<file path="src/hdl/ssfc_regs.svh">
// field layout, limits and coding constants of the signalling codec
// Summary of operation
// - table selector 0 standard, 1 reserved
// - six-bit index picks one of 64
// - option codes 000 and 001 only defined
// - option 000 levels map to 1-A..4-A
// - A levels take 12n/8n/6n/4n units
// - long size 1..864, matches permitted rate
// - option 001 levels map to 1-B..4-B
// - B levels take 27n/21n/18n/15n units
// - FEC record: subchannel, scheme; 1x reserved
// - FEC record owed for packet subchannels
// - whole service field in one group
// - identifier width follows the length flag
// - identifier holds country code and reference
// - reserved addition bit sent as zero
// - access system code zero when unused
// - component count at most 12 or 11
// - transport code selects description layout
// - stream descriptions carry type and subchannel
// - primary flag one for primary component
// - stream data carries data component type
// - packet description carries ensemble component number
// - form flag 0 short, 1 long
// - record has subchannel number, start 0..863
// - short index decoded through fixed table
`ifndef SSFC_REGS_SVH
`define SSFC_REGS_SVH
`define SSFC_START_MAX    10'd863
`define SSFC_SIZE_MAX     10'd864
`define SSFC_CNT_MAX_16   4'd12
`define SSFC_CNT_MAX_32   4'd11
`define SSFC_OPT_A        3'b000
`define SSFC_OPT_B        3'b001
`define SSFC_TBL_STD      1'b0
`define SSFC_FORM_SHORT   1'b0
`define SSFC_FORM_LONG    1'b1
`define SSFC_FEC_NONE     2'b00
`define SSFC_FEC_PKT      2'b01
`define SSFC_RFA          1'b0
`define SSFC_ACS_NONE     3'h0
`define SSFC_CU_A1        5'd12
`define SSFC_CU_A2        5'd8
`define SSFC_CU_A3        5'd6
`define SSFC_CU_A4        5'd4
`define SSFC_CU_B1        5'd27
`define SSFC_CU_B2        5'd21
`define SSFC_CU_B3        5'd18
`define SSFC_CU_B4        5'd15
`define SSFC_KBPS_A       11'd8
`define SSFC_KBPS_B       11'd32
`define SSFC_BYTES_SHORT  3'd3
`define SSFC_BYTES_LONG   3'd4
`define SSFC_BYTES_FEC    3'd1
`define SSFC_BYTES_SVC16  3'd3
`define SSFC_BYTES_SVC32  3'd5
`define SSFC_BYTES_COMP   3'd2
`endif

</file>
<file path="src/hdl/ssfc_pkg.sv">
// types shared by the signalling codec
package ssfc_pkg;
   typedef enum logic [1:0] {
      SSFC_TM_AUDIO  = 2'b00,
      SSFC_TM_SDATA  = 2'b01,
      SSFC_TM_RSVD   = 2'b10,
      SSFC_TM_PACKET = 2'b11
   } ssfc_tm_e;
   typedef enum logic [1:0] {
      SSFC_KIND_SUBCH   = 2'b00,
      SSFC_KIND_FEC     = 2'b01,
      SSFC_KIND_SERVICE = 2'b10
   } ssfc_kind_e;
   typedef enum logic [1:0] {
      SSFC_IDLE,
      SSFC_SEND,
      SSFC_WAIT_COMP
   } ssfc_state_e;
endpackage

</file>
<file path="src/hdl/ssfc_codec.sv">
// generator-side encoder of sub-channel, FEC and service fields
`timescale 1ns/1ps
`default_nettype none
`include "ssfc_regs.svh"
module ssfc_codec
   import ssfc_pkg::*;
(
   // clock and reset
   input  wire logic        REF_CLK,
   input  wire logic        RESET,
   // record request
   input  wire logic        REQ_VALID,
   output logic             REQ_READY,
   input  wire logic [1:0]  REQ_KIND,
   output logic             REQ_REJECT,
   // sub-channel and FEC fields
   input  wire logic [5:0]  SUBCH_NUM,
   input  wire logic [9:0]  START_ADDR,
   input  wire logic        LONG_FORM,
   input  wire logic        TABLE_SEL,
   input  wire logic [5:0]  TABLE_INDEX,
   input  wire logic [2:0]  OPTION,
   input  wire logic [1:0]  PROT_LEVEL,
   input  wire logic [9:0]  SUBCH_SIZE,
   input  wire logic        CARRIES_PACKET,
   input  wire logic [1:0]  FEC_SCHEME,
   // service fields
   input  wire logic        LONG_SID,
   input  wire logic [7:0]  EXT_COUNTRY,
   input  wire logic [3:0]  COUNTRY_CODE,
   input  wire logic [19:0] SERVICE_REF,
   input  wire logic        ACCESS_USED,
   input  wire logic [2:0]  ACCESS_SYSTEM_CODE,
   input  wire logic [3:0]  COMP_COUNT,
   // component descriptions
   input  wire logic        COMP_VALID,
   output logic             COMP_READY,
   input  wire logic [1:0]  COMP_TRANSPORT,
   input  wire logic [5:0]  COMP_TYPE,
   input  wire logic [5:0]  COMP_SUBCH,
   input  wire logic        COMP_PRIMARY,
   input  wire logic        COMP_ACCESS,
   input  wire logic [11:0] COMP_ENSEMBLE_NUM,
   output logic             COMP_REJECT,
   // byte stream
   output logic [7:0]       BYTE_DATA,
   output logic             BYTE_VALID,
   input  wire logic        BYTE_READY,
   output logic             BYTE_LAST,
   output logic [4:0]       FIELD_LEN,
   // status
   output logic [9:0]       INFO_SIZE_CU,
   output logic [2:0]       INFO_LEVEL,
   output logic             INFO_LEVEL_B,
   output logic [10:0]      INFO_RATE_KBPS,
   output logic             FEC_OWED
);
   // units per rate step; 1 on reserved options keeps the divider defined
   function automatic logic [4:0] cu_step(logic [2:0] opt,
                                          logic [1:0] lvl);
      logic [4:0] r;
      r = 5'd1;
      if (opt == `SSFC_OPT_A)
      begin
         unique case (lvl)
            2'd0: r = `SSFC_CU_A1;
            2'd1: r = `SSFC_CU_A2;
            2'd2: r = `SSFC_CU_A3;
            2'd3: r = `SSFC_CU_A4;
         endcase
      end
      else if (opt == `SSFC_OPT_B)
      begin
         unique case (lvl)
            2'd0: r = `SSFC_CU_B1;
            2'd1: r = `SSFC_CU_B2;
            2'd2: r = `SSFC_CU_B3;
            2'd3: r = `SSFC_CU_B4;
         endcase
      end
      return r;
   endfunction

   ssfc_state_e state_q, state_d;
   logic [39:0] sh_q, sh_d;
   logic [2:0]  cnt_q, cnt_d;
   logic [3:0]  left_q, left_d;
   logic [63:0] owed_q, owed_d;
   logic        rej_q, rej_d, crej_q, crej_d;
   logic [4:0]  len_q, len_d;
   logic [9:0]  isz_q, isz_d;
   logic [2:0]  ilv_q, ilv_d;
   logic        ilb_q, ilb_d;
   logic [10:0] irt_q, irt_d;

   logic [39:0] rec;
   logic [15:0] crec;
   logic [2:0]  nb;
   logic        ok, cok;
   logic [2:0]  acs;
   logic [4:0]  step;
   logic [9:0]  n_steps;
   logic [9:0]  t_size;
   logic [2:0]  t_level;
   logic [8:0]  t_rate;

   ssfc_short_table u_table (
      .idx       (TABLE_INDEX),
      .size_cu   (t_size),
      .level     (t_level),
      .rate_kbps (t_rate)
   );

   assign step    = cu_step(OPTION, PROT_LEVEL);
   assign n_steps = SUBCH_SIZE / {5'd0, step};
   // no access system in use forces the code to zero
   assign acs = ACCESS_USED ? ACCESS_SYSTEM_CODE : `SSFC_ACS_NONE;

   // request record, left-justified, and its acceptance
   always_comb
   begin
      rec = '0;
      nb  = 3'd0;
      ok  = 1'b0;
      unique case (ssfc_kind_e'(REQ_KIND))
         SSFC_KIND_SUBCH:
         begin
            if (LONG_FORM == `SSFC_FORM_SHORT)
            begin
               ok  = (TABLE_SEL == `SSFC_TBL_STD) &&
                     (START_ADDR <= `SSFC_START_MAX);
               rec = {SUBCH_NUM, START_ADDR, `SSFC_FORM_SHORT, TABLE_SEL,
                      TABLE_INDEX, 16'h0000};
               nb  = `SSFC_BYTES_SHORT;
            end
            else
            begin
               ok  = ((OPTION == `SSFC_OPT_A) ||
                      (OPTION == `SSFC_OPT_B)) &&
                     (SUBCH_SIZE != 10'd0) &&
                     (SUBCH_SIZE <= `SSFC_SIZE_MAX) &&
                     (SUBCH_SIZE % {5'd0, step} == 10'd0) &&
                     (START_ADDR <= `SSFC_START_MAX);
               rec = {SUBCH_NUM, START_ADDR, `SSFC_FORM_LONG, OPTION,
                      PROT_LEVEL, SUBCH_SIZE, 8'h00};
               nb  = `SSFC_BYTES_LONG;
            end
         end
         SSFC_KIND_FEC:
         begin
            ok  = (FEC_SCHEME == `SSFC_FEC_NONE) ||
                  (FEC_SCHEME == `SSFC_FEC_PKT);
            rec = {SUBCH_NUM, FEC_SCHEME, 32'h0000_0000};
            nb  = `SSFC_BYTES_FEC;
         end
         SSFC_KIND_SERVICE:
         begin
            ok = (COMP_COUNT != 4'd0) &&
                 (COMP_COUNT <= (LONG_SID ? `SSFC_CNT_MAX_32
                                          : `SSFC_CNT_MAX_16));
            if (LONG_SID)
            begin
               rec = {EXT_COUNTRY, COUNTRY_CODE, SERVICE_REF, `SSFC_RFA,
                      acs, COMP_COUNT};
               nb  = `SSFC_BYTES_SVC32;
            end
            else
            begin
               rec = {COUNTRY_CODE, SERVICE_REF[11:0], `SSFC_RFA, acs,
                      COMP_COUNT, 16'h0000};
               nb  = `SSFC_BYTES_SVC16;
            end
         end
         default:
         begin
            ok = 1'b0;
         end
      endcase
   end

   // component description; layout follows the transport code
   always_comb
   begin
      crec = '0;
      cok  = 1'b1;
      unique case (ssfc_tm_e'(COMP_TRANSPORT))
         SSFC_TM_AUDIO, SSFC_TM_SDATA:
         begin
            crec = {COMP_TRANSPORT, COMP_TYPE, COMP_SUBCH, COMP_PRIMARY,
                    COMP_ACCESS};
         end
         SSFC_TM_PACKET:
         begin
            crec = {COMP_TRANSPORT, COMP_ENSEMBLE_NUM, COMP_PRIMARY,
                    COMP_ACCESS};
         end
         SSFC_TM_RSVD:
         begin
            cok = 1'b0;
         end
      endcase
   end

   always_comb
   begin
      state_d = state_q;
      sh_d    = sh_q;
      cnt_d   = cnt_q;
      left_d  = left_q;
      owed_d  = owed_q;
      rej_d   = 1'b0;
      crej_d  = 1'b0;
      len_d   = len_q;
      isz_d   = isz_q;
      ilv_d   = ilv_q;
      ilb_d   = ilb_q;
      irt_d   = irt_q;
      unique case (state_q)
         SSFC_IDLE:
         begin
            if (REQ_VALID && !ok)
            begin
               rej_d = 1'b1;
            end
            else if (REQ_VALID)
            begin
               sh_d    = rec;
               cnt_d   = nb;
               state_d = SSFC_SEND;
               left_d  = 4'd0;
               len_d   = {2'b00, nb};
               if (ssfc_kind_e'(REQ_KIND) == SSFC_KIND_SERVICE)
               begin
                  left_d = COMP_COUNT;
                  len_d  = {2'b00, nb} + {COMP_COUNT, 1'b0};
               end
               if (ssfc_kind_e'(REQ_KIND) == SSFC_KIND_FEC)
               begin
                  owed_d[SUBCH_NUM] = 1'b0;
               end
               if (ssfc_kind_e'(REQ_KIND) == SSFC_KIND_SUBCH)
               begin
                  owed_d[SUBCH_NUM] = CARRIES_PACKET;
                  if (LONG_FORM == `SSFC_FORM_SHORT)
                  begin
                     isz_d = t_size;
                     ilv_d = t_level;
                     ilb_d = 1'b0;
                     irt_d = {2'b00, t_rate};
                  end
                  else
                  begin
                     isz_d = SUBCH_SIZE;
                     ilv_d = {1'b0, PROT_LEVEL} + 3'd1;
                     ilb_d = OPTION[0];
                     irt_d = 11'({1'b0, n_steps} *
                                 (OPTION[0] ? `SSFC_KBPS_B
                                            : `SSFC_KBPS_A));
                  end
               end
            end
         end
         SSFC_SEND:
         begin
            if (BYTE_READY)
            begin
               sh_d  = {sh_q[31:0], 8'h00};
               cnt_d = cnt_q - 3'd1;
               if (cnt_q == 3'd1)
               begin
                  // nothing else may enter until the service field ends
                  state_d = (left_q != 4'd0) ? SSFC_WAIT_COMP
                                             : SSFC_IDLE;
               end
            end
         end
         SSFC_WAIT_COMP:
         begin
            if (COMP_VALID && !cok)
            begin
               crej_d = 1'b1;
            end
            else if (COMP_VALID)
            begin
               sh_d    = {crec, 24'h00_0000};
               cnt_d   = `SSFC_BYTES_COMP;
               left_d  = left_q - 4'd1;
               state_d = SSFC_SEND;
            end
         end
      endcase
   end

   always_ff @(posedge REF_CLK)
   begin
      if (RESET)
      begin
         state_q <= SSFC_IDLE;
         sh_q    <= '0;
         cnt_q   <= '0;
         left_q  <= '0;
         owed_q  <= '0;
         rej_q   <= 1'b0;
         crej_q  <= 1'b0;
         len_q   <= '0;
         isz_q   <= '0;
         ilv_q   <= '0;
         ilb_q   <= 1'b0;
         irt_q   <= '0;
      end
      else
      begin
         state_q <= state_d;
         sh_q    <= sh_d;
         cnt_q   <= cnt_d;
         left_q  <= left_d;
         owed_q  <= owed_d;
         rej_q   <= rej_d;
         crej_q  <= crej_d;
         len_q   <= len_d;
         isz_q   <= isz_d;
         ilv_q   <= ilv_d;
         ilb_q   <= ilb_d;
         irt_q   <= irt_d;
      end
   end

   assign REQ_READY      = (state_q == SSFC_IDLE);
   assign COMP_READY     = (state_q == SSFC_WAIT_COMP);
   assign BYTE_VALID     = (state_q == SSFC_SEND);
   assign BYTE_DATA      = sh_q[39:32];
   assign BYTE_LAST      = BYTE_VALID && (cnt_q == 3'd1) &&
                           (left_q == 4'd0);
   assign REQ_REJECT     = rej_q;
   assign COMP_REJECT    = crej_q;
   assign FIELD_LEN      = len_q;
   assign INFO_SIZE_CU   = isz_q;
   assign INFO_LEVEL     = ilv_q;
   assign INFO_LEVEL_B   = ilb_q;
   assign INFO_RATE_KBPS = irt_q;
   assign FEC_OWED       = |owed_q;

   logic take, take_sub, take_svc;
   assign take     = REQ_VALID && REQ_READY;
   assign take_sub = take && (ssfc_kind_e'(REQ_KIND) == SSFC_KIND_SUBCH);
   assign take_svc = take && (ssfc_kind_e'(REQ_KIND) == SSFC_KIND_SERVICE);
endmodule // ssfc_codec
`default_nettype wire

</file>
<file path="src/hdl/ssfc_short_table.sv">
// fixed short-form size and protection lookup
`timescale 1ns/1ps
`default_nettype none
module ssfc_short_table
   import ssfc_pkg::*;
(
   // lookup
   input  wire logic [5:0] idx,
   output logic      [9:0] size_cu,
   output logic      [2:0] level,
   output logic      [8:0] rate_kbps
);
   localparam logic [9:0] SIZE [64] = '{
      10'd16, 10'd21, 10'd24, 10'd29, 10'd35, 10'd24, 10'd29, 10'd35,
      10'd42, 10'd52, 10'd29, 10'd35, 10'd42, 10'd52, 10'd32, 10'd42,
      10'd48, 10'd58, 10'd70, 10'd40, 10'd52, 10'd58, 10'd70, 10'd84,
      10'd48, 10'd58, 10'd70, 10'd84, 10'd104, 10'd58, 10'd70, 10'd84,
      10'd104, 10'd64, 10'd84, 10'd96, 10'd116, 10'd140, 10'd80,
      10'd104, 10'd116, 10'd140, 10'd168, 10'd96, 10'd116, 10'd140,
      10'd168, 10'd208, 10'd116, 10'd140, 10'd168, 10'd208, 10'd232,
      10'd128, 10'd168, 10'd192, 10'd232, 10'd280, 10'd160, 10'd208,
      10'd280, 10'd192, 10'd280, 10'd416};
   localparam logic [2:0] LEVEL [64] = '{
      3'd5, 3'd4, 3'd3, 3'd2, 3'd1, 3'd5, 3'd4, 3'd3, 3'd2, 3'd1,
      3'd5, 3'd4, 3'd3, 3'd2, 3'd5, 3'd4, 3'd3, 3'd2, 3'd1, 3'd5,
      3'd4, 3'd3, 3'd2, 3'd1, 3'd5, 3'd4, 3'd3, 3'd2, 3'd1, 3'd5,
      3'd4, 3'd3, 3'd2, 3'd5, 3'd4, 3'd3, 3'd2, 3'd1, 3'd5, 3'd4,
      3'd3, 3'd2, 3'd1, 3'd5, 3'd4, 3'd3, 3'd2, 3'd1, 3'd5, 3'd4,
      3'd3, 3'd2, 3'd1, 3'd5, 3'd4, 3'd3, 3'd2, 3'd1, 3'd5, 3'd4,
      3'd2, 3'd5, 3'd3, 3'd1};
   // rate groups: first index of each group and its rate
   localparam logic [5:0] GRP_START [14] = '{
      6'd0, 6'd5, 6'd10, 6'd14, 6'd19, 6'd24, 6'd29, 6'd33, 6'd38,
      6'd43, 6'd48, 6'd53, 6'd58, 6'd61};
   localparam logic [8:0] GRP_RATE [14] = '{
      9'd32, 9'd48, 9'd56, 9'd64, 9'd80, 9'd96, 9'd112, 9'd128, 9'd160,
      9'd192, 9'd224, 9'd256, 9'd320, 9'd384};

   always_comb
   begin
      size_cu   = SIZE[idx];
      level     = LEVEL[idx];
      rate_kbps = GRP_RATE[0];
      for (int g = 1; g < 14; g++)
      begin
         if (idx >= GRP_START[g])
         begin
            rate_kbps = GRP_RATE[g];
         end
      end
   end
endmodule // ssfc_short_table
`default_nettype wire

</file>
<file path="config.mk">
export PLATFORM = sky130hd
export DESIGN_NAME = ssfc_codec
export DESIGN_NICKNAME = d
export VERILOG_FILES = /design/src/hdl/ssfc_pkg.sv /design/src/hdl/ssfc_codec.sv /design/src/hdl/ssfc_short_table.sv
export VERILOG_INCLUDE_DIRS = /design/src /design/src/hdl
export SDC_FILE = /design/constraint.sdc
export NUM_CORES = 1
export LEC_CHECK = 0
export BUFFER_PORTS_ARGS = -buffer_cell sky130_fd_sc_hd__buf_2
export CORE_MARGIN = 4
export CORE_UTILIZATION = 45
export DETAILED_ROUTE_END_ITERATION = 10
export PLACE_DENSITY_LB_ADDON = 0.12
export SLEW_MARGIN = 15
export SYNTH_ARGS = -nofsm -noshare
export SYNTH_HDL_FRONTEND = slang
export SYNTH_SLANG_ARGS = --single-unit
</file>
<file path="constraint.sdc">
create_clock -name REF_CLK -period 20.9 [get_ports REF_CLK]
set_input_delay 0 -clock REF_CLK [delete_from_list [all_inputs] [get_ports REF_CLK]]
set_output_delay 0 -clock REF_CLK [all_outputs]
set_load 0.005 [all_outputs]
</file>
======== Word level (Yosys, flattened, before mapping) ========
Memories as Yosys holds them, arrays and structs flattened.
Cells that the tools add are included.
storage, ports and cells
  output and inout port bits .............. 45
  latch bits .............................. 0
  memories kept ........................... 2
  bits of input ports ..................... 118
  bits in writable memories ............... 0
  memory bits (read-only) ................. 832
  register bits ........................... 145
cells by class
  multiply operators ...................... 1
  reductions and logical operators ........ 35
  muxes and demuxes ....................... 74
  eq/ne operators ......................... 19
  order comparisons ....................... 19
  divide/modulo/power cells ............... 2
  bitwise gates (word level) .............. 7
  add/sub/neg operators ................... 4
  shift-type cells ........................ 0
memories
  memory            words  width  rd ports  clocked after Yosys merged registers in  write ports  RTL line                RTL
  (name not given)  64     10     1         0                                        0            ssfc_short_table.sv:41  size_cu = SIZE[idx];
  (name not given)  64     3      1         0                                        0            ssfc_short_table.sv:42  level = LEVEL[idx];
operator list
  kind                                                                                 number
  64-bit two-way mux                                                                   5
  40-bit two-way mux                                                                   6
  40-bit one-hot mux with 3 select lines                                               2
  64-bit AND                                                                           1
  64-bit bitwise mux                                                                   1
  64-bit inverter                                                                      1
  64-bit OR reduction                                                                  1
  6-bit greater-or-equal comparator, second input constant                             7
  5-bit one-hot mux with 4 select lines                                                2
  3-bit two-way mux                                                                    12
  8-bit two-way mux                                                                    4
  16-bit one-hot mux with 2 select lines                                               1
  10-bit two-way mux                                                                   3
  7-bit two-way mux                                                                    4
  9-bit two-way mux                                                                    3
  5-bit two-way mux                                                                    5
  24-bit two-way mux                                                                   1
  10-bit <= comparator, second input constant                                          2
  4-bit two-way mux                                                                    5
  6-bit by 5-bit greater-or-equal comparator with 1-bit output, second input constant  3
  3-bit one-hot mux with 3 select lines                                                2
  2-bit two-way mux                                                                    7
  2-bit equality test, second input constant                                           6
  6-bit by 4-bit greater-or-equal comparator with 1-bit output, second input constant  2
  other kinds (40)                                                                     75

======== Longest topological paths before layout ========
Gate-level depths: netlist of run 1.
  depth in word-level cells ............... 16
  depth in mapped cells ................... 88
  gate-level depth less buffers ........... 87

======== By module ========
A second synthesis of run 1 with hierarchy kept.
second synthesis, totals
  cell total of the unflattened synthesis .. 1529
  area, all modules ....................... 12225.5 um2
modules (own cells, without submodules)
  module            cells an instance  sequential area each (um2)  area each (um2)  instances
  ssfc_codec        1334               2882.8                      10954.3          1
  ssfc_short_table  195                0.0                         1271.2           1

======== Worst setup path after synthesis of run 1 ========
OpenSTA, ideal clock, no wires.
  path type ............................... input-to-reg
  start point ............................. input PROT_LEVEL[0]
  end point ............................... register irt_q[10] (netlist: INFO_RATE_KBPS[10])
  setup slack ............................. 5.150 ns
  buffers on the path ..................... 1
  cell stages on the path ................. 85
  arrival time ............................ 15.679 ns
  path through ............................ inv_1 > ha_1 > nor2b_1 > o21ai_1 > nand4_1 > nor2b_1 > ha_1 > o21ai_0 > a32oi_1 > and2_4 > mux2_2 > ha_1 > a21oi_1 > nand2_1 > o21ai_0 > a21o_1 > ha_1 > a21oi_1 > [49 not listed] > nor2_1 > o21ai_0 > nor3b_1 > mux2_2 > nor2_1 > nor2_1 > nor2_1 > ha_1 > ha_1 > ha_1 > ha_1 > inv_1 > fa_1 > xor2_1 > xnor2_1 > xnor2_1 > nand3_1 > a21oi_1
on the way
  longest elaborated chain between the ends .. 14
  elaborated cells on any way between the ends .. 21
  those cells by class .................... mul (1); div (2); eq/ne (3); mux (7); bitwise (1); reduce/logical (7)
RTL lines
  what                                                                                    RTL line                            RTL
  start, declared                                                                         ssfc_codec.sv:23                    input wire logic [1:0] PROT_LEVEL,
  2-bit equality test (tied with other cells)                                             ssfc_codec.sv:65, ssfc_codec.sv:74
  5-bit one-hot mux with 4 select lines                                                   ssfc_codec.sv:74                    unique case (lvl)
  5-bit two-way mux                                                                       ssfc_codec.sv:72                    else if (opt == `SSFC_OPT_B)
  5-bit two-way mux (*)                                                                   ssfc_codec.sv:63                    if (opt == `SSFC_OPT_A)
  branches (longest 10 deep; another with 10-bit by 6-bit multiplier with 11-bit output)  n/a
  end signal, assigned                                                                    ssfc_codec.sv:324                   irt_q <= irt_d;
  end, declared                                                                           ssfc_codec.sv:94                    logic [10:0] irt_q, irt_d;
Every way passes the cells marked *. The select of a mux whose other input is x is not followed.
A chain may end at the register's enable or synchronous reset.

======== Worst setup path in the final report of run 1 ========
  start point ............................. input PROT_LEVEL[0]
  end point ............................... register sh_q[6]
on the way
  longest elaborated chain between the ends .. 14
  elaborated cells on any way between the ends .. 18
  those cells by class .................... div (1); eq/ne (4); mux (6); reduce/logical (7)
RTL lines
  what                                           RTL line                            RTL
  2-bit equality test (tied with other cells)    ssfc_codec.sv:65, ssfc_codec.sv:74
  5-bit one-hot mux with 4 select lines          ssfc_codec.sv:74
  5-bit two-way mux                              ssfc_codec.sv:72
  5-bit two-way mux (*)                          ssfc_codec.sv:63
  10-bit by 5-bit modulo with 10-bit output (*)  ssfc_codec.sv:142                   (SUBCH_SIZE % {5'd0, step} == 10'd0) &&
  10-bit zero test (*)                           ssfc_codec.sv:142
  1-bit logical AND (*) (2 in a row)             ssfc_codec.sv:138                   ok = ((OPTION == `SSFC_OPT_A) ||
  1-bit two-way mux (*)                          ssfc_codec.sv:128                   if (LONG_FORM == `SSFC_FORM_SHORT)
  1-bit one-hot mux with 3 select lines (*)      ssfc_codec.sv:125                   unique case (ssfc_kind_e'(REQ_KIND))
  1-bit zero test (*)                            ssfc_codec.sv:221                   if (REQ_VALID && !ok)
  1-bit logical AND (*)                          ssfc_codec.sv:221
  2-bit inequality test (no source line) (*)     n/a
  5-bit AND reduction (no source line) (*)       n/a
  end signal, assigned                           ssfc_codec.sv:299                   sh_q <= '0;
  end signal, assigned                           ssfc_codec.sv:314                   sh_q <= sh_d;
  end, declared                                  ssfc_codec.sv:85                    logic [39:0] sh_q, sh_d;
Every way passes the cells marked *; elsewhere a longest branch is shown, timed or not. The select of a mux whose other input is x is not followed.

==> summary.md, run 1 <==
| Metric | Value |
|---|---|
| CTS Buf Count | `17` |
| Critical path type | `in -> reg` |
| Async set-reset flop share out of synthesis | `0%` |
| Sequential area share after synthesis | `23.94%` |
| Slew @ Worst Pin | `1.026 ns` |
| Met2 wire len | `18400 um` |
| Core box area | `25470 um^2` |
| Clock Latency Late Sink | `0.44 ns` |
| Clock transition at the registers of the reported paths | `0.08 ns` |
| CTS tree | `done` |
| Post-synth EDFFs | `0` |
| Critical Path Source | `PROT_LEVEL[0]` |
| Yosys warnings | `0` |
| Clk sinks | `141` |
| Total number of vias | `12040` |
| Worst setup SP type | `primary input` |
| Synth-to-layout area growth | `13.88%` |
| Crit Path Max Fanout | `76` |
| Final hold vios | `0` |
| Reg2reg path depth | `8` |
| Syn Area/Cell | `7.807 um^2` |
| Crit path largest cell delay | `0.61 ns` |
| Num rows | `58` |
| GRT overflow | `0` |
| RR Endpoint | `sh_q[6]$_SDFFE_PP0P_` |
| Initial DRC Count | `1109` |
| Simple-gate share of the synthesized area | `20.72%` |
| Library cells used by synthesis | `98` |
| Initial Util | `46.28%` |
| Crit path DAT | `18.49 ns` |
| Mux contribution to synthesized area | `4.543%` |
| # IOs | `163` |
| Die X | `169.9 um` |
| IO Port Bufs | `159` |
| Setup violators final | `0` |
| Largest net degree at the start of global routing | `77` |
| Layout cells sized above 1 | `17.02%` |
| Global-route wire length before repair | `62440 um` |
| Min Tclk post-route | `18.12 ns` |
| Fmax | `55.18 MHz` |
| Main flop type after synthesis | `dfxtp_1` |
| Post-DRT Antenna Nets | `0` |
| Post-DP HPWL | `28730 um` |
| CTS Root Cell | `clkbuf_16` |
| Routed met1 length | `18060 um` |
| Mapped Area | `11790 um^2` |
| Die area | `28850 um^2` |
| Adder-cell share of the synthesized area | `9.181%` |
| H-tree levels | `4` |
| Largest cells by area after synthesis | `dfxtp_1 24%, ha_1 8.5%, nor2_1 5.1%` |
| DRC viols | `0` |
| Top layer in use | `met4` |
| Max-cap viol count | `0` |
| CP max-delay cell | `buf_4` |
| Setup TNS | `0 ns` |
| Final Non-Filler Cells | `1946` |
| RSZ-0062 raised after global routing | `false` |
| Cell count after placement | `1891` |
| Fill cells | `2463` |
| Rel. slew slack | `29.68%` |
| Initial antenna violation count | `0` |
| Worst r2r src | `state_q[1]$_SDFFE_PP0P_` |
| Antenna diode count | `0` |
| R2R setup slack | `17.75 ns` |
| Crit path required time | `21.26 ns` |
| Setup crit end | `sh_q[6]$_SDFFE_PP0P_` |
| Setup Buffers After CTS | `0` |
| Net count, final | `1804` |
| Cell area after placement | `12580 um^2` |
| Largest family of logic cells by synthesized area | `compound AO/OA/AOI/OAI gates` |
| DR WL/cell | `20.53 um` |
| Pre-Repair DR Iteration Count | `5` |
| Via density | `6.187` |
| Largest area contributor in the netlist | `dfxtp_1` |
| Vias in the first global route | `11170` |
| Tcrit/Tclk final | `86.71%` |
| Mapped Cells | `1510` |
| Die Height | `169.9 um` |
| GRT Total Usage | `26.83%` |
| Post-Synth XOR/XNOR Area | `2.155%` |
| Clock skew | `0.01085 ns` |
| Post-synth top area share | `23.94%` |
| Final WL | `39950 um` |
| Met3 routed WL | `2445 um` |
| Routability cong. | `0.9252` |
| Final instance area | `13430 um^2` |
| Fin. max-slew vios | `0` |
| Clock Tree Buf Depth | `2` |
| Yosys reg bits | `141` |
| HP Class | `in -> reg` |
| Crit end category | `flip-flop` |
| Synth Area in Compound Gates | `32.11%` |
| Status | `complete, no violations` |
==> Yosys cell counts (9+ instances only) <==
| cell type | count |
|---|---|
| dfxtp_1 | 141 |
| inv_1 | 78 |
| nor3_1 | 35 |
| nor4_1 | 22 |
| a21o_1 | 35 |
| a211oi_2 | 13 |
| nand4_1 | 13 |
| a22oi_1 | 18 |
| a311oi_1 | 27 |
| a32o_1 | 27 |
| o22ai_1 | 16 |
| a21oi_1 | 100 |
| nand3_1 | 48 |
| o21ai_0 | 68 |
| a22o_1 | 24 |
| mux2_2 | 20 |
| nor2_1 | 161 |
| nand2_1 | 91 |
| ha_1 | 80 |
| nor2b_1 | 29 |
| buf_4 | 12 |
| xnor2_1 | 19 |
| o21a_1 | 18 |
| a31oi_1 | 11 |
| a211oi_1 | 44 |
| o211ai_1 | 20 |
| xor2_1 | 10 |
| buf_2 | 20 |
| and2_1 | 11 |
| mux2i_1 | 25 |
| a222oi_1 | 9 |
| a221oi_1 | 14 |
| clkbuf_1 | 83 |
| nand2b_1 | 25 |
| and3_1 | 11 |
==> kinds of logic (layout without fill, tap and decap cells) <==
group | count (synthesis) | after routing
AOI/OAI and AO/OA | 509 | 509
DFF | 141 | 141
xor gates and xnor gates | 29 | 29
buffers and inverters | 205 | 307
adders and majority gates | 85 | 85
other | 1 | 5
muxes | 48 | 48
and+or+nand+nor | 492 | 492
==> per-layer routing <==
metal	track usage, %	up-vias
li1	-	5825
met1	37.87	5720
met2	42.50	430
met3	3.415	64
met4	8.925	0
met5	0	-
==> cell usage in the layout (no fill, tap or decap), types with 17 or more instances in the layout <==
cell type / netlist / layout
a21oi_1: 100 / 97
nand3_1: 48 / 48
a211oi_1: 44 / 43
nor2_1: 161 / 161
clkbuf_16: 0 / 17
o21a_1: 18 / 18
mux2i_1: 25 / 25
nand2_1: 91 / 91
a21o_1: 35 / 35
a22o_1: 24 / 24
buf_2: 20 / 158
dfxtp_1: 141 / 141
o21ai_0: 68 / 68
nor2b_1: 29 / 29
a32o_1: 27 / 27
inv_1: 78 / 78
o211ai_1: 20 / 20
nor4_1: 22 / 22
nor3_1: 35 / 35
nand2b_1: 25 / 25
mux2_2: 20 / 20
ha_1: 80 / 80
a311oi_1: 27 / 27
xnor2_1: 19 / 19
a22oi_1: 18 / 18
dlygate4sd3_1: 0 / 23
==> sequential cells by signal, summed over array words and instances, names as in the netlist, 3 cells and up <==
signal,cells
INFO_LEVEL,3
INFO_RATE_KBPS,8
owed_q,64
cnt_q,3
sh_q,39
INFO_SIZE_CU,10
FIELD_LEN,5
left_q,4
==> repair_timing <==
item / in CTS / in global routing
setup endpoints to repair: 0 / 0
endpoints found under the hold margin: 20 / 0
resized for setup: 0 / 0
hold buffers: 23 / 0
==> per-stage QoR <==
step / utilization (%) / hold slack, ns / setup WS (ns)
finish: 52.71 / 0.01197 / 2.778
global route: 52.71 / 0.01670 / 1.175
CTS: 52.71 / 0.0001485 / 3.018
detailed placement: 49.41 / 0.2862 / 2.939
global placement: 49.41 / 0.2687 / 3.375
floorplan: - / 0.1477 / 5.150
==> worst min-delay path by stage <==
stage                                  end  cells after the start            startpoint  slack [ns]
finish               sh_q[38]$_SDFFE_PP0P_                      5        EXT_COUNTRY[6]        0.01
global route         sh_q[38]$_SDFFE_PP0P_                      5        EXT_COUNTRY[6]        0.02
CTS                  sh_q[27]$_SDFFE_PP0P_                      3  COMP_ENSEMBLE_NUM[1]      0.0001
detailed placement  COMP_REJECT$_SDFF_PP0_                      3            COMP_VALID        0.29
global placement    COMP_REJECT$_SDFF_PP0_                      3            COMP_VALID        0.27
floorplan             sh_q[3]$_SDFFE_PP0P_                      2         COMP_COUNT[3]        0.15
==> cell type report <==
| cell class | count | area [um^2] | share of cell area (%) |
|---|---|---|---|
| multi-input cells | 1168 | 8149 | 60.70 |
| flip-flops and latches | 141 | 2823 | 21.03 |
| repair buffers | 196 | 1134 | 8.444 |
| clock buffers | 17 | 425.4 | 3.169 |
| well taps | 330 | 412.9 | 3.075 |
| inverters | 79 | 296.5 | 2.209 |
| clock inverters | 15 | 185.2 | 1.379 |
==> critical path, delay by kind of cell <==
family                     cells  cell delay (ns)
AOI/OAI and AO/OA             37             7.85
adders and majority gates     10             3.12
and+or+nand+nor               20             4.56
xor gates and xnor gates       1             0.16
muxes                          3             1.03
buffers and inverters          6             1.75
Power of run 1 is left out: the tool's default activity adds up to more than one toggle a clock period on the data nets, which glitch-free logic cannot reach.
==> run 2, diff against run 1 <==
--- a/config.mk
+++ b/config.mk
@@ -14,4 +14,5 @@
 export SLEW_MARGIN = 15
 export SYNTH_ARGS = -nofsm -noshare
 export SYNTH_HDL_FRONTEND = slang
+export SYNTH_HIERARCHICAL = 1
 export SYNTH_SLANG_ARGS = --single-unit
==> run 2 against run 1 <==
Net effect:
- synthesized cell count increased by 1.3%
- clock skew increased by 0.0032 ns
- first-iteration DRC count increased by 24%
- cell count increased by 0.10%
- hold slack improved by 0.0065 ns
- register-to-register slack improved by 0.04 ns
- sequential cell count increased by 3
- critical endpoint is now INFO_RATE_KBPS[10]$_SDFFE_PP0P_
- largest cell class unchanged
- highest routed layer is now met5
==> summary.md, run 2 <==
| Metric | Value |
|---|---|
| Min Tclk post-route | `18.22 ns` |
| Num rows | `60` |
| Adder-cell share of the synthesized area | `8.986%` |
| Mapped Cells | `1529` |
| Global-route wire length before repair | `66750 um` |
| Crit Path Max Fanout | `13` |
| Final WL | `42320 um` |
| Core box area | `26880 um^2` |
| IO Port Bufs | `162` |
| Mux contribution to synthesized area | `5.567%` |
| Routability cong. | `0.9071` |
| GRT overflow | `0` |
| Tcrit/Tclk final | `87.19%` |
| Clock skew | `0.01401 ns` |
| Fmax | `54.88 MHz` |
| Synth-to-layout area growth | `11.77%` |
| Worst setup SP type | `primary input` |
| GRT Total Usage | `26.87%` |
| CTS Buf Count | `17` |
| Die area | `29870 um^2` |
| Largest area contributor in the netlist | `dfxtp_1` |
| Die Height | `172.8 um` |
| Critical path type | `in -> reg` |
| Crit path required time | `21.24 ns` |
| Syn Area/Cell | `7.996 um^2` |
| Clk sinks | `144` |
| Slew @ Worst Pin | `1.136 ns` |
| Biggest register | `owed_q` |
| Initial DRC Count | `1377` |
| Commonest cells in the netlist | `144 x dfxtp_1, 111 x a21oi_1, 108 x nand2_1` |
| Main flop type after synthesis | `dfxtp_1` |
| Simple-gate share of the synthesized area | `17.72%` |
| HP Class | `in -> reg` |
| Largest net degree at the start of global routing | `70` |
| Crit path largest cell delay | `0.60 ns` |
| Multi-input logic area | `8478 um^2` |
| Count leader, synth | `dfxtp_1` |
| Via density | `6.578` |
| Mapped Area | `12230 um^2` |
| Pre-Repair DR Iteration Count | `8` |
| Yosys warnings | `6` |
| Max FFs per register | `64` |
| H-tree levels | `4` |
| Async set-reset flop share out of synthesis | `0%` |
| Antenna diode count | `0` |
| Clock Latency Late Sink | `0.43 ns` |
| CTS Root Cell | `clkbuf_16` |
| DRC viols | `0` |
| Setup violators final | `0` |
| Total number of vias | `12810` |
| Post-synth EDFFs | `0` |
| Setup TNS | `0 ns` |
| PostCTS Resize Cnt | `0` |
| Post-synth top area share | `23.58%` |
| CP max-delay cell | `o21ai_2` |
| Routed met1 length | `18670 um` |
| Initial antenna violation count | `2` |
| Rel. slew slack | `24.28%` |
| Max-cap viol count | `0` |
| Crit path DAT | `18.56 ns` |
| Initial Util | `45.49%` |
| Fin. max-slew vios | `0` |
| Clock Tree Buf Depth | `2` |
| Fill cells | `2644` |
| Largest cells by area after synthesis | `dfxtp_1 24%, ha_1 8.5%, a21oi_1 4.5%` |
| Sequential area share after synthesis | `23.58%` |
| Status | `complete, no violations` |
| # IOs | `163` |
| Top layer in use | `met5` |
| Register area | `2883 um^2` |
| Final hold vios | `0` |
| DR WL/cell | `21.73 um` |
| Met3 routed WL | `3154 um` |
| RSZ-0062 raised after global routing | `false` |
| Layout cells sized above 1 | `17.24%` |
| Library cells used by synthesis | `102` |
| Crit end category | `flip-flop` |
| Net count, final | `1798` |
| Post-DRT Antenna Nets | `0` |
| Synth Area in Compound Gates | `34.56%` |
| Most frequent cells in the layout | `162 x buf_2, 144 x dfxtp_1, 110 x a21oi_1` |
| Die X | `172.8 um` |
| Most common cell after layout, fill and taps aside | `buf_2` |
| Vias in the first global route | `12150` |
| Post-Synth XOR/XNOR Area | `2.149%` |
| Yosys reg bits | `144` |
| Largest family of logic cells by synthesized area | `compound AO/OA/AOI/OAI gates` |
| Met2 wire len | `19110 um` |
| Post-DP HPWL | `29790 um` |
| CTS tree | `done` |
| Clock transition at the registers of the reported paths | `0.07 ns` |
| CP most frequent cell | `ha_1` |
==> run 2: changes by cell type after synthesis, moves of 20 or more <==
cell / delta
nand3_1: -24
nor2_1: -75
o311ai_0: +54
a211oi_1: -33
a22o_1: -20
a31oi_1: +24
nor3_1: +32
a21o_1: -22
a32o_1: -22
o31ai_1: +62
inv_1: -29
==> run 2: worst paths after layout <==
| kind | startpoint | end | slack [ns] | cells past startpoint |
|---|---|---|---|---|
| hold reg to reg | INFO_RATE_KBPS[10]$_SDFFE_PP0P_ | INFO_RATE_KBPS[10]$_SDFFE_PP0P_ | 0.48 | 2 |
| hold / removal | COMP_TRANSPORT[1] | COMP_REJECT$_SDFF_PP0_ | 0.02 | 3 |
| setup reg to reg | state_q[1]$_SDFFE_PP0P_ | owed_q[13]$_SDFFE_PP0P_ | 17.79 | 8 |
| setup / recovery | PROT_LEVEL[1] | INFO_RATE_KBPS[10]$_SDFFE_PP0P_ | 2.68 | 85 |
==> run 2: layer usage <==
layer	up-vias	GRT usage (%)
met5	-	0
met4	4	9.112
met3	86	4.919
met2	523	42.76
met1	6119	36.85
li1	6081	-
==> run 2: through the flow <==
stage               hold WS, ns  utilization (%)  setup slack (ns)  area (um^2)  instances
finish                  0.01849            50.84             2.678        13660       1948
global route            0.01582            50.84            0.9445        13660       1948
CTS                    0.002101            50.81             2.710        13660       1948
detailed placement       0.2795            47.93             2.369        12880       1900
global placement         0.2793            47.93             2.864        12880       1900
floorplan                0.1274                -             4.938        12240       1533
==> run 2: timing repair <==
| item | in CTS | in global routing |
|---|---|---|
| hold buffers | 16 | 0 |
| endpoints found under the hold margin | 20 | 0 |
| buffers inserted | 0 | 0 |
==> run 2: cells by family (layout without fill, tap and decap cells) <==
| family | Yosys count | count (layout) |
|---|---|---|
| AO/OA/AOI/OAI | 577 | 577 |
| other | 2 | 6 |
| AND/OR/NAND/NOR | 428 | 428 |
| buffers and inverters | 201 | 275 |
| multiplexers | 61 | 61 |
| adder cells (fa/ha/maj) | 86 | 86 |
| XOR/XNOR | 30 | 30 |
| flip-flops | 144 | 144 |
==> run 2: layout make-up <==
type,instances,share of cell area (%)
clock buffer,17,3.113
clock inverter,15,1.383
inverter,53,1.474
multi-input combinational,1188,62.05
sequential,144,21.10
tap,341,3.122
timing repair buffer,190,7.765
==> run 2: worst max-delay path, delay by kind of cell <==
family,cells,cell delay (ns)
muxes,4,1.20
AOI/OAI and AO/OA,34,8.22
adders and majority gates,15,3.90
xor gates and xnor gates,3,0.55
and+or+nand+nor,23,4.07
buffers and inverters,6,0.60
Power of run 2 is left out for the same reason.
